--- config.mk ---
export PLATFORM = sky130hd
export DESIGN_NAME = otp_thermal
export DESIGN_NICKNAME = d
export VERILOG_FILES = /design/src/rtl/otp_pkg.sv /design/src/rtl/otp_thermal.sv
export SDC_FILE = /design/constraint.sdc
export NUM_CORES = 1
export LEC_CHECK = 0
export BUFFER_PORTS_ARGS = -buffer_cell sky130_fd_sc_hd__buf_2
export CORE_UTILIZATION = 45
export CTS_CLUSTER_DIAMETER = 200
export DETAILED_ROUTE_END_ITERATION = 8
export PLACE_DENSITY = 0.65
export SLEW_MARGIN = 20
export SYNTH_ARGS = -nofsm -noshare
export SYNTH_HDL_FRONTEND = slang
export SYNTH_SLANG_ARGS = --single-unit
--- constraint.sdc ---
create_clock -name sys_clk_i -period 6.7 [get_ports sys_clk_i]
set_input_delay 1.34 -clock sys_clk_i [delete_from_list [all_inputs] [get_ports sys_clk_i]]
set_output_delay 1.34 -clock sys_clk_i [all_outputs]
set_load 0.05 [all_outputs]
--- src/rtl/otp_pkg.sv ---
// Constants shared by the output thermal protection block.
// Assumes a 50 MHz system clock and a 4-bit register address port.
package otp_pkg;
  localparam int NUM_CH = 4;
  localparam int ADDR_W = 4;
  localparam int DATA_W = 16;

  localparam int CLK_MHZ = 50;
  // Fault deglitch time, least figure treated as typical, in ns
  localparam int FAULT_DEGLITCH_TIME_NS = 5000;
  localparam int DEGLITCH_CYC = (FAULT_DEGLITCH_TIME_NS * CLK_MHZ + 999) / 1000;
  // Blanking after wake-up, typical figure, in ns
  localparam int BLANKING_TIME_NS = 50000;
  localparam int BLANKING_CYC = (BLANKING_TIME_NS * CLK_MHZ + 999) / 1000;
  localparam int DEG_W = 9;
  localparam int BLANK_W = 12;
  localparam logic [DEG_W-1:0] DEG_LAST = DEG_W'(DEGLITCH_CYC - 1);
  localparam logic [BLANK_W-1:0] BLANK_LOAD = BLANK_W'(BLANKING_CYC);

  // Register indices
  localparam logic [ADDR_W-1:0] ADDR_QUICK_STATUS = 4'h1;
  localparam logic [ADDR_W-1:0] ADDR_CHAN_FIRST = 4'h2;
  localparam logic [ADDR_W-1:0] ADDR_CHAN_LAST = 4'h5;
  localparam logic [ADDR_W-1:0] ADDR_OUTPUT_CTRL = 4'h8;
  localparam logic [ADDR_W-1:0] ADDR_INIT = 4'h9;

  // Field positions
  localparam int QS_WARN_LSB = 0;
  localparam int QS_SHUT_LSB = 4;
  localparam int CS_WARN_BIT = 0;
  localparam int CS_SHUT_BIT = 1;
  localparam int CS_ON_BIT = 2;
  localparam int CC_ON_BIT = 0;
  localparam int INIT_SEL_BIT = 0;

  localparam logic INIT_SEL_RESET = 1'b0;
  localparam logic [DATA_W-1:0] RDATA_ZERO = 16'h0000;
endpackage : otp_pkg

--- src/rtl/otp_thermal.sv ---
// Per-channel overtemperature protection for four high-side outputs.
// Assumes analog comparators deliver synchronous levels and a host drives
// the register port with one-cycle strobes.
//
// Notes on behaviour
// - Each channel has its own warning and shutdown stages, handled independently.
// - A warning never changes the output; it only records an event.
// - Warning shows in quick status and in that channel's status register.
// - Select bit 0 (reset) uses the high warning level, 1 the low one.
// - Warning flag clears only on a channel status read with temperature below.
// - Shutdown level held past the deglitch time turns off only that channel.
// - Shutdown is reported after deglitch in quick and channel status.
// - Normal mode: restart needs condition gone plus an on-bit write.
// - Shutdown flag clears only on a channel status read once condition is gone.
// - Fail mode: a tripped output restarts only on an operating-mode transition.
// - Fault detection is ignored during blanking after wake-up.
`timescale 1ns/100ps
`default_nettype none

module otp_thermal
  import otp_pkg::*;
(
  input wire logic sys_clk_i,
  input wire logic rst_i,
  input wire logic ce_i,
  input wire logic [NUM_CH-1:0] warning_level_low_i,
  input wire logic [NUM_CH-1:0] warning_level_high_i,
  input wire logic [NUM_CH-1:0] shutdown_level_i,
  input wire logic fail_mode_i,
  input wire logic mode_transition_i,
  input wire logic wake_i,
  input wire logic [ADDR_W-1:0] addr_i,
  input wire logic [DATA_W-1:0] wdata_i,
  input wire logic wr_i,
  input wire logic rd_i,
  output logic [DATA_W-1:0] rdata_o,
  output logic [NUM_CH-1:0] out_en_o
);

  // ************************************************
  // Decode
  // ************************************************
  function automatic logic chan_hit(input logic [ADDR_W-1:0] a, input int ch);
    chan_hit = (a == ADDR_W'(int'(ADDR_CHAN_FIRST) + ch));
  endfunction : chan_hit

  logic warning_level_select_r;
  logic [NUM_CH-1:0] on_r;
  logic [NUM_CH-1:0] thermal_warning_r;
  logic [NUM_CH-1:0] thermal_shutdown_r;
  logic [NUM_CH-1:0] fail_lock_r;
  logic [DEG_W-1:0] deg_cnt_r [NUM_CH];
  logic [BLANK_W-1:0] blank_cnt_r;
  logic blank;
  logic [NUM_CH-1:0] warn_cond;
  logic [NUM_CH-1:0] trip;
  logic [NUM_CH-1:0] rd_hit;
  logic [NUM_CH-1:0] wr_on_req;
  logic [NUM_CH-1:0] wr_on_val;

  assign blank = (blank_cnt_r != '0);

  always_comb begin
    for (int i = 0; i < NUM_CH; i++) begin
      warn_cond[i] = warning_level_select_r ? warning_level_low_i[i] : warning_level_high_i[i];
      trip[i] = shutdown_level_i[i] && !blank && (deg_cnt_r[i] == DEG_LAST);
      rd_hit[i] = rd_i && chan_hit(addr_i, i);
      wr_on_req[i] = wr_i && (chan_hit(addr_i, i) || addr_i == ADDR_OUTPUT_CTRL);
      wr_on_val[i] = (addr_i == ADDR_OUTPUT_CTRL) ? wdata_i[i] : wdata_i[CC_ON_BIT];
    end
  end

  // ************************************************
  // Blanking after wake-up
  // ************************************************
  // Reset counts as a wake-up, so comparators settle before any trip
  always_ff @(posedge sys_clk_i or posedge rst_i) begin
    if (rst_i) begin
      blank_cnt_r <= BLANK_LOAD;
    end else if (ce_i) begin
      if (wake_i) begin
        blank_cnt_r <= BLANK_LOAD;
      end else if (blank) begin
        blank_cnt_r <= blank_cnt_r - 1'b1;
      end
    end
  end

  // ************************************************
  // Configuration
  // ************************************************
  always_ff @(posedge sys_clk_i or posedge rst_i) begin
    if (rst_i) begin
      warning_level_select_r <= INIT_SEL_RESET;
    end else if (ce_i && wr_i && addr_i == ADDR_INIT) begin
      warning_level_select_r <= wdata_i[INIT_SEL_BIT];
    end
  end

  // ************************************************
  // Shutdown deglitch
  // ************************************************
  // Any drop of the level restarts the count, so only a steady excursion trips
  always_ff @(posedge sys_clk_i or posedge rst_i) begin
    if (rst_i) begin
      for (int i = 0; i < NUM_CH; i++) begin
        deg_cnt_r[i] <= '0;
      end
    end else if (ce_i) begin
      for (int i = 0; i < NUM_CH; i++) begin
        if (!shutdown_level_i[i] || blank || trip[i]) begin
          deg_cnt_r[i] <= '0;
        end else begin
          deg_cnt_r[i] <= deg_cnt_r[i] + 1'b1;
        end
      end
    end
  end

  // ************************************************
  // Status flags
  // ************************************************
  // Set wins over a clearing read in the same cycle
  always_ff @(posedge sys_clk_i or posedge rst_i) begin
    if (rst_i) begin
      thermal_warning_r <= '0;
    end else if (ce_i) begin
      for (int i = 0; i < NUM_CH; i++) begin
        if (warn_cond[i] && !blank) begin
          thermal_warning_r[i] <= 1'b1;
        end else if (rd_hit[i] && !warn_cond[i]) begin
          thermal_warning_r[i] <= 1'b0;
        end
      end
    end
  end

  always_ff @(posedge sys_clk_i or posedge rst_i) begin
    if (rst_i) begin
      thermal_shutdown_r <= '0;
    end else if (ce_i) begin
      for (int i = 0; i < NUM_CH; i++) begin
        if (trip[i]) begin
          thermal_shutdown_r[i] <= 1'b1;
        end else if (rd_hit[i] && !shutdown_level_i[i]) begin
          thermal_shutdown_r[i] <= 1'b0;
        end
      end
    end
  end

  // ************************************************
  // Output enables
  // ************************************************
  always_ff @(posedge sys_clk_i or posedge rst_i) begin
    if (rst_i) begin
      fail_lock_r <= '0;
    end else if (ce_i) begin
      for (int i = 0; i < NUM_CH; i++) begin
        if (trip[i] && fail_mode_i) begin
          fail_lock_r[i] <= 1'b1;
        end else if (mode_transition_i) begin
          fail_lock_r[i] <= 1'b0;
        end
      end
    end
  end

  // A locked channel comes back on the mode change itself, unless still hot
  always_ff @(posedge sys_clk_i or posedge rst_i) begin
    if (rst_i) begin
      on_r <= '0;
    end else if (ce_i) begin
      for (int i = 0; i < NUM_CH; i++) begin
        if (trip[i]) begin
          on_r[i] <= 1'b0;
        end else if (fail_lock_r[i]) begin
          on_r[i] <= mode_transition_i && !shutdown_level_i[i];
        end else if (wr_on_req[i]) begin
          on_r[i] <= wr_on_val[i] && !shutdown_level_i[i];
        end
      end
    end
  end

  always_ff @(posedge sys_clk_i or posedge rst_i) begin
    if (rst_i) begin
      out_en_o <= '0;
    end else if (ce_i) begin
      out_en_o <= on_r & ~trip;
    end
  end

  // ************************************************
  // Register read
  // ************************************************
  always_ff @(posedge sys_clk_i or posedge rst_i) begin
    if (rst_i) begin
      rdata_o <= RDATA_ZERO;
    end else if (ce_i) begin
      rdata_o <= RDATA_ZERO;
      if (rd_i) begin
        if (addr_i == ADDR_QUICK_STATUS) begin
          rdata_o[QS_WARN_LSB +: NUM_CH] <= thermal_warning_r;
          rdata_o[QS_SHUT_LSB +: NUM_CH] <= thermal_shutdown_r;
        end else if (addr_i == ADDR_INIT) begin
          rdata_o[INIT_SEL_BIT] <= warning_level_select_r;
        end else if (addr_i == ADDR_OUTPUT_CTRL) begin
          rdata_o[NUM_CH-1:0] <= on_r;
        end
        for (int i = 0; i < NUM_CH; i++) begin
          if (rd_hit[i]) begin
            rdata_o[CS_WARN_BIT] <= thermal_warning_r[i];
            rdata_o[CS_SHUT_BIT] <= thermal_shutdown_r[i];
            rdata_o[CS_ON_BIT] <= on_r[i];
          end
        end
      end
    end
  end

  // ************************************************
  // Checks
  // ************************************************
  quick_mirror_a: assert property (
    @(posedge sys_clk_i) disable iff (rst_i)
    ce_i && rd_i && addr_i == ADDR_QUICK_STATUS
      |=> rdata_o[QS_SHUT_LSB+NUM_CH-1:QS_WARN_LSB] == $past({thermal_shutdown_r, thermal_warning_r}))
    else $error("quick status does not mirror the flags");

  // Every wake-up restarts the blind window from its full length
  blank_load_a: assert property (
    @(posedge sys_clk_i) disable iff (rst_i)
    ce_i && wake_i |=> blank_cnt_r == BLANK_LOAD)
    else $error("blanking not restarted on wake-up");

  for (genvar g = 0; g < NUM_CH; g++) begin : g_chk
    trip_off_a: assert property (
      @(posedge sys_clk_i) disable iff (rst_i)
      ce_i && trip[g] |=> !out_en_o[g] && !on_r[g] && thermal_shutdown_r[g])
      else $error("tripped channel still enabled");

    shut_cause_a: assert property (
      @(posedge sys_clk_i) disable iff (rst_i)
      $rose(thermal_shutdown_r[g]) |-> $past(shutdown_level_i[g]) && $past(deg_cnt_r[g]) == DEG_LAST)
      else $error("shutdown flag set without full deglitch");

    warn_sel_a: assert property (
      @(posedge sys_clk_i) disable iff (rst_i)
      $rose(thermal_warning_r[g]) |-> $past(warning_level_select_r ?
        warning_level_low_i[g] : warning_level_high_i[g]))
      else $error("warning set from wrong level");

    warn_hold_a: assert property (
      @(posedge sys_clk_i) disable iff (rst_i)
      $fell(thermal_warning_r[g]) |-> $past(rd_hit[g] && !warn_cond[g]))
      else $error("warning cleared without read");

    shut_hold_a: assert property (
      @(posedge sys_clk_i) disable iff (rst_i)
      $fell(thermal_shutdown_r[g]) |-> $past(rd_hit[g] && !shutdown_level_i[g]))
      else $error("shutdown flag cleared early");

    restart_a: assert property (
      @(posedge sys_clk_i) disable iff (rst_i)
      $rose(on_r[g]) |-> $past(!shutdown_level_i[g] && (wr_on_req[g] || mode_transition_i)))
      else $error("output on while hot");

    fail_lock_a: assert property (
      @(posedge sys_clk_i) disable iff (rst_i)
      ce_i && fail_lock_r[g] && !mode_transition_i |=> !on_r[g])
      else $error("locked output restarted");

    blank_a: assert property (
      @(posedge sys_clk_i) disable iff (rst_i)
      $rose(thermal_warning_r[g]) || $rose(thermal_shutdown_r[g]) |-> !$past(blank))
      else $error("fault detected during blanking");

    deg_restart_a: assert property (
      @(posedge sys_clk_i) disable iff (rst_i)
      ce_i && !shutdown_level_i[g] |=> deg_cnt_r[g] == '0)
      else $error("deglitch count kept across a drop");

    // Only a trip, an on-bit write or the fail lock may move the on state
    warn_no_drive_a: assert property (
      @(posedge sys_clk_i) disable iff (rst_i)
      ce_i && !trip[g] && !wr_on_req[g] && !fail_lock_r[g] |=> on_r[g] == $past(on_r[g]))
      else $error("output changed without trip or write");

    chan_status_a: assert property (
      @(posedge sys_clk_i) disable iff (rst_i)
      ce_i && rd_hit[g] |=> rdata_o[CS_WARN_BIT] == $past(thermal_warning_r[g])
        && rdata_o[CS_SHUT_BIT] == $past(thermal_shutdown_r[g]))
      else $error("channel status does not mirror the flags");

    // A hot channel must not come back, whichever path asks for it
    hot_stays_off_a: assert property (
      @(posedge sys_clk_i) disable iff (rst_i)
      ce_i && shutdown_level_i[g] |=> !$rose(on_r[g]))
      else $error("hot channel turned back on");
  end

endmodule : otp_thermal

`default_nettype wire

==> metrics.txt <==
GP Congestion=0.872; CTS root buffer=clkbuf_8; worst reg2reg setup slack=3.92 ns; clock-pin transition on the worst setup and hold timing paths=0.09 ns; routed length per instance=15.1 µm; Port Buf Inserts=39; final setup fails=0; fin cells=632; most frequent cells after synthesis=dfrtp_1 (72), o21ai_0 (49), nand2_1 (40); Area growth syn-to-layout=10.5%; Die H=99.9 µm; Yosys top cell by area=dfrtp_1; Ys Warns=0; placed cell area=0.00458 mm²; Net count, final=548; ranking of synthesized cells by area=dfrtp_1 (42%), o21ai_0 (5.7%), nand2_1 (3.5%), dfstp_2 (3.0%), ha_1 (2.9%); Psw=306 µW; first-iteration detailed-routing DRC count=168; Slew @ Worst Pin=1.09 ns; I/O pins=60; Mapped Area=0.00431 mm²; CTS hold repair buffers=0; vias after detailed routing=3,498; EDFF count, synth=0; Final TNS setup=0 ns; # clock sinks=77; combinational share of power=14.0%; top cell type's share of synthesized area=41.8%; CP arrival=3.25 ns; Post-Route WL=9.56 mm; Pins Over Slew Limit=0; setup slack at placement=3.36 ns; first-pass GRT wire length=16.2 mm; vias in the first global route=3,340; final hold vios=0; period utilization=44.8%; HPWL Detailed=6.63 mm; switch share=31.4%; CTS Buffer Depth=2; #FFs+latches synth=77; DR vias/cell=5.53; initial antenna violation count=0; CTS Buf Count=9; Initial Util=46.5%; LEAKAGE=0.00204 µW; dpl cells=616; status=finished clean; Syn Area/Cell=9.28 µm²; post-synthesis async set-or-reset flop share=100%; Reg power frac=52.4%; antenna viol nets, final=0; row cnt=35; # diodes=0; CTS resizes=0; overall power=976 µW; post-layout instance area=0.00477 mm²; fin crit period=3.00 ns; Syn Inst Count=465; GRT Overall Usage=20.6%; Synth cell types=58; unrepaired setup endpoints after global routing=false; Relative slew margins=26.2%; VDD IR max=0.000133 V; CTS tree=built; die footprint=0.00998 mm²; post-CTS setup buffer count=0; most numerous cell in the Yosys netlist=dfrtp_1; pwr dens=205 mW/mm²; register area share after synthesis=44.8%; CP required=6.95 ns; CP Launch Type=primary input; Max Cap Viol=0; DRC=0; Die Span X=99.9 µm; Worst setup EP type=register; CP Max Fanout=15; Setup Crit Path Kind=primary input to register; Top FF cell, synth=dfrtp_1; largest net degree at the start of global routing=78; internal power=670 µW; worst hold-check path type=register to register; clock insertion delay at the later pin of the skew report=0.36 ns; setup ws final=3.70 ns; clock share of power=33.7%; Pre-Repair DR Iteration Count=5; H-Tree Depth=3; core box area=0.00928 mm²; Achievable Freq=0.333 GHz; grt ovf=0; layout cells sized above 1=15.5%; Worst Skew=0.0169 ns
-- metal layers --
| metal | routed length (µm) | vias to the layer above | global-route usage (%) |
|---|---|---|---|
| met2 | 4490 | 68 | 34.0 |
| met3 | 316 | 10 | 3.62 |
| met5 | 0 | - | 0 |
| met4 | 122 | 0 | 7.01 |
| li1 | - | 1730 | - |
| met1 | 4620 | 1690 | 27.6 |
-- kinds of logic after synthesis --
| family | Yosys count | synth area share (%) |
|---|---|---|
| and+or+nand+nor | 177 | 21.9 |
| AOI/OAI and AO/OA | 118 | 17.6 |
| DFF | 77 | 44.8 |
| buffers and inverters | 46 | 4.87 |
| xor gates and xnor gates | 21 | 4.26 |
| muxes | 15 | 3.60 |
| adders and majority gates | 10 | 2.90 |
| other | 1 | 0.0869 |
-- power groups by stage --
stage               Combinational, µW  Clock, µW  Sequential [µW]
detailed placement                137          0              520
floorplan                        86.5          0              532
global placement                  134          0              519
CTS                               137        339              511
finish                            136        329              511
global route                      151        361              515
-- worst max-delay path, stage by stage --
cell and delay [ns]:
buf_2 0.19, nor4b_1 0.96, o21ai_0 0.30, o211ai_1 0.17, a21boi_0 0.11, a21o_1 0.18
-- state kept, by name, summed over array words and instances, names as in the netlist --
signal,cells
deg_cnt_r,36
blank_cnt_r,12
rdata_o,8
fail_lock_r,4
on_r,4
out_en_o,4
thermal_shutdown_r,4
thermal_warning_r,4
warning_level_select_r,1
-- stage by stage --
| step | utilization (%) | hold WS [ns] |
|---|---|---|
| floorplan | - | 0.468 |
| global placement | 49.4 | 0.463 |
| detailed placement | 49.4 | 0.470 |
| CTS | 51.3 | 0.492 |
| global route | 51.3 | 0.525 |
| finish | 51.3 | 0.495 |
-- final timing paths --
path                                      from             to  depth (start not counted)
worst max-delay path                 addr_i[0]        on_r[3]                          6
worst min-delay path                rdata_o[3]     rdata_o[3]                          2
worst max register to register  blank_cnt_r[0]  deg_cnt_r[12]                          7
worst min register to register      rdata_o[3]     rdata_o[3]                          2
max in group asynchronous                rst_i  deg_cnt_r[21]                          3
min in group asynchronous                rst_i    out_en_o[0]                          3
-- final cells by class --
class                           count  area [µm²]
Tap cell                          129         161
Sequential cell                    77        1930
Inverter                           18        67.6
Multi-Input combinational cell    349        2200
Clock buffer                        9         124
Clock inverter                      7        58.8
Timing Repair Buffer               43         225
Fill cell                         890        4520
-- cell usage in the layout (no fill, tap or decap), types with 5 or more instances in the layout --
| cell type | instances |
|---|---|
| o211ai_1 | 7 |
| inv_1 | 17 |
| xor2_1 | 7 |
| nor2_1 | 32 |
| nand2b_1 | 19 |
| dfstp_2 | 5 |
| mux2i_1 | 11 |
| nor3_1 | 17 |
| ha_1 | 10 |
| and3_1 | 8 |
| o22ai_1 | 5 |
| or3_1 | 7 |
| clkbuf_8 | 9 |
| a22o_1 | 6 |
| a21o_1 | 7 |
| nand4_1 | 9 |
| xnor2_1 | 14 |
| o21ai_0 | 49 |
| a21oi_1 | 9 |
| buf_2 | 39 |
| dfrtp_1 | 72 |
| conb_1 | 8 |
| o31ai_1 | 7 |
| nand3_1 | 15 |
| a31oi_1 | 5 |
| nand2_1 | 40 |
(Power assumes the default switching activity.)
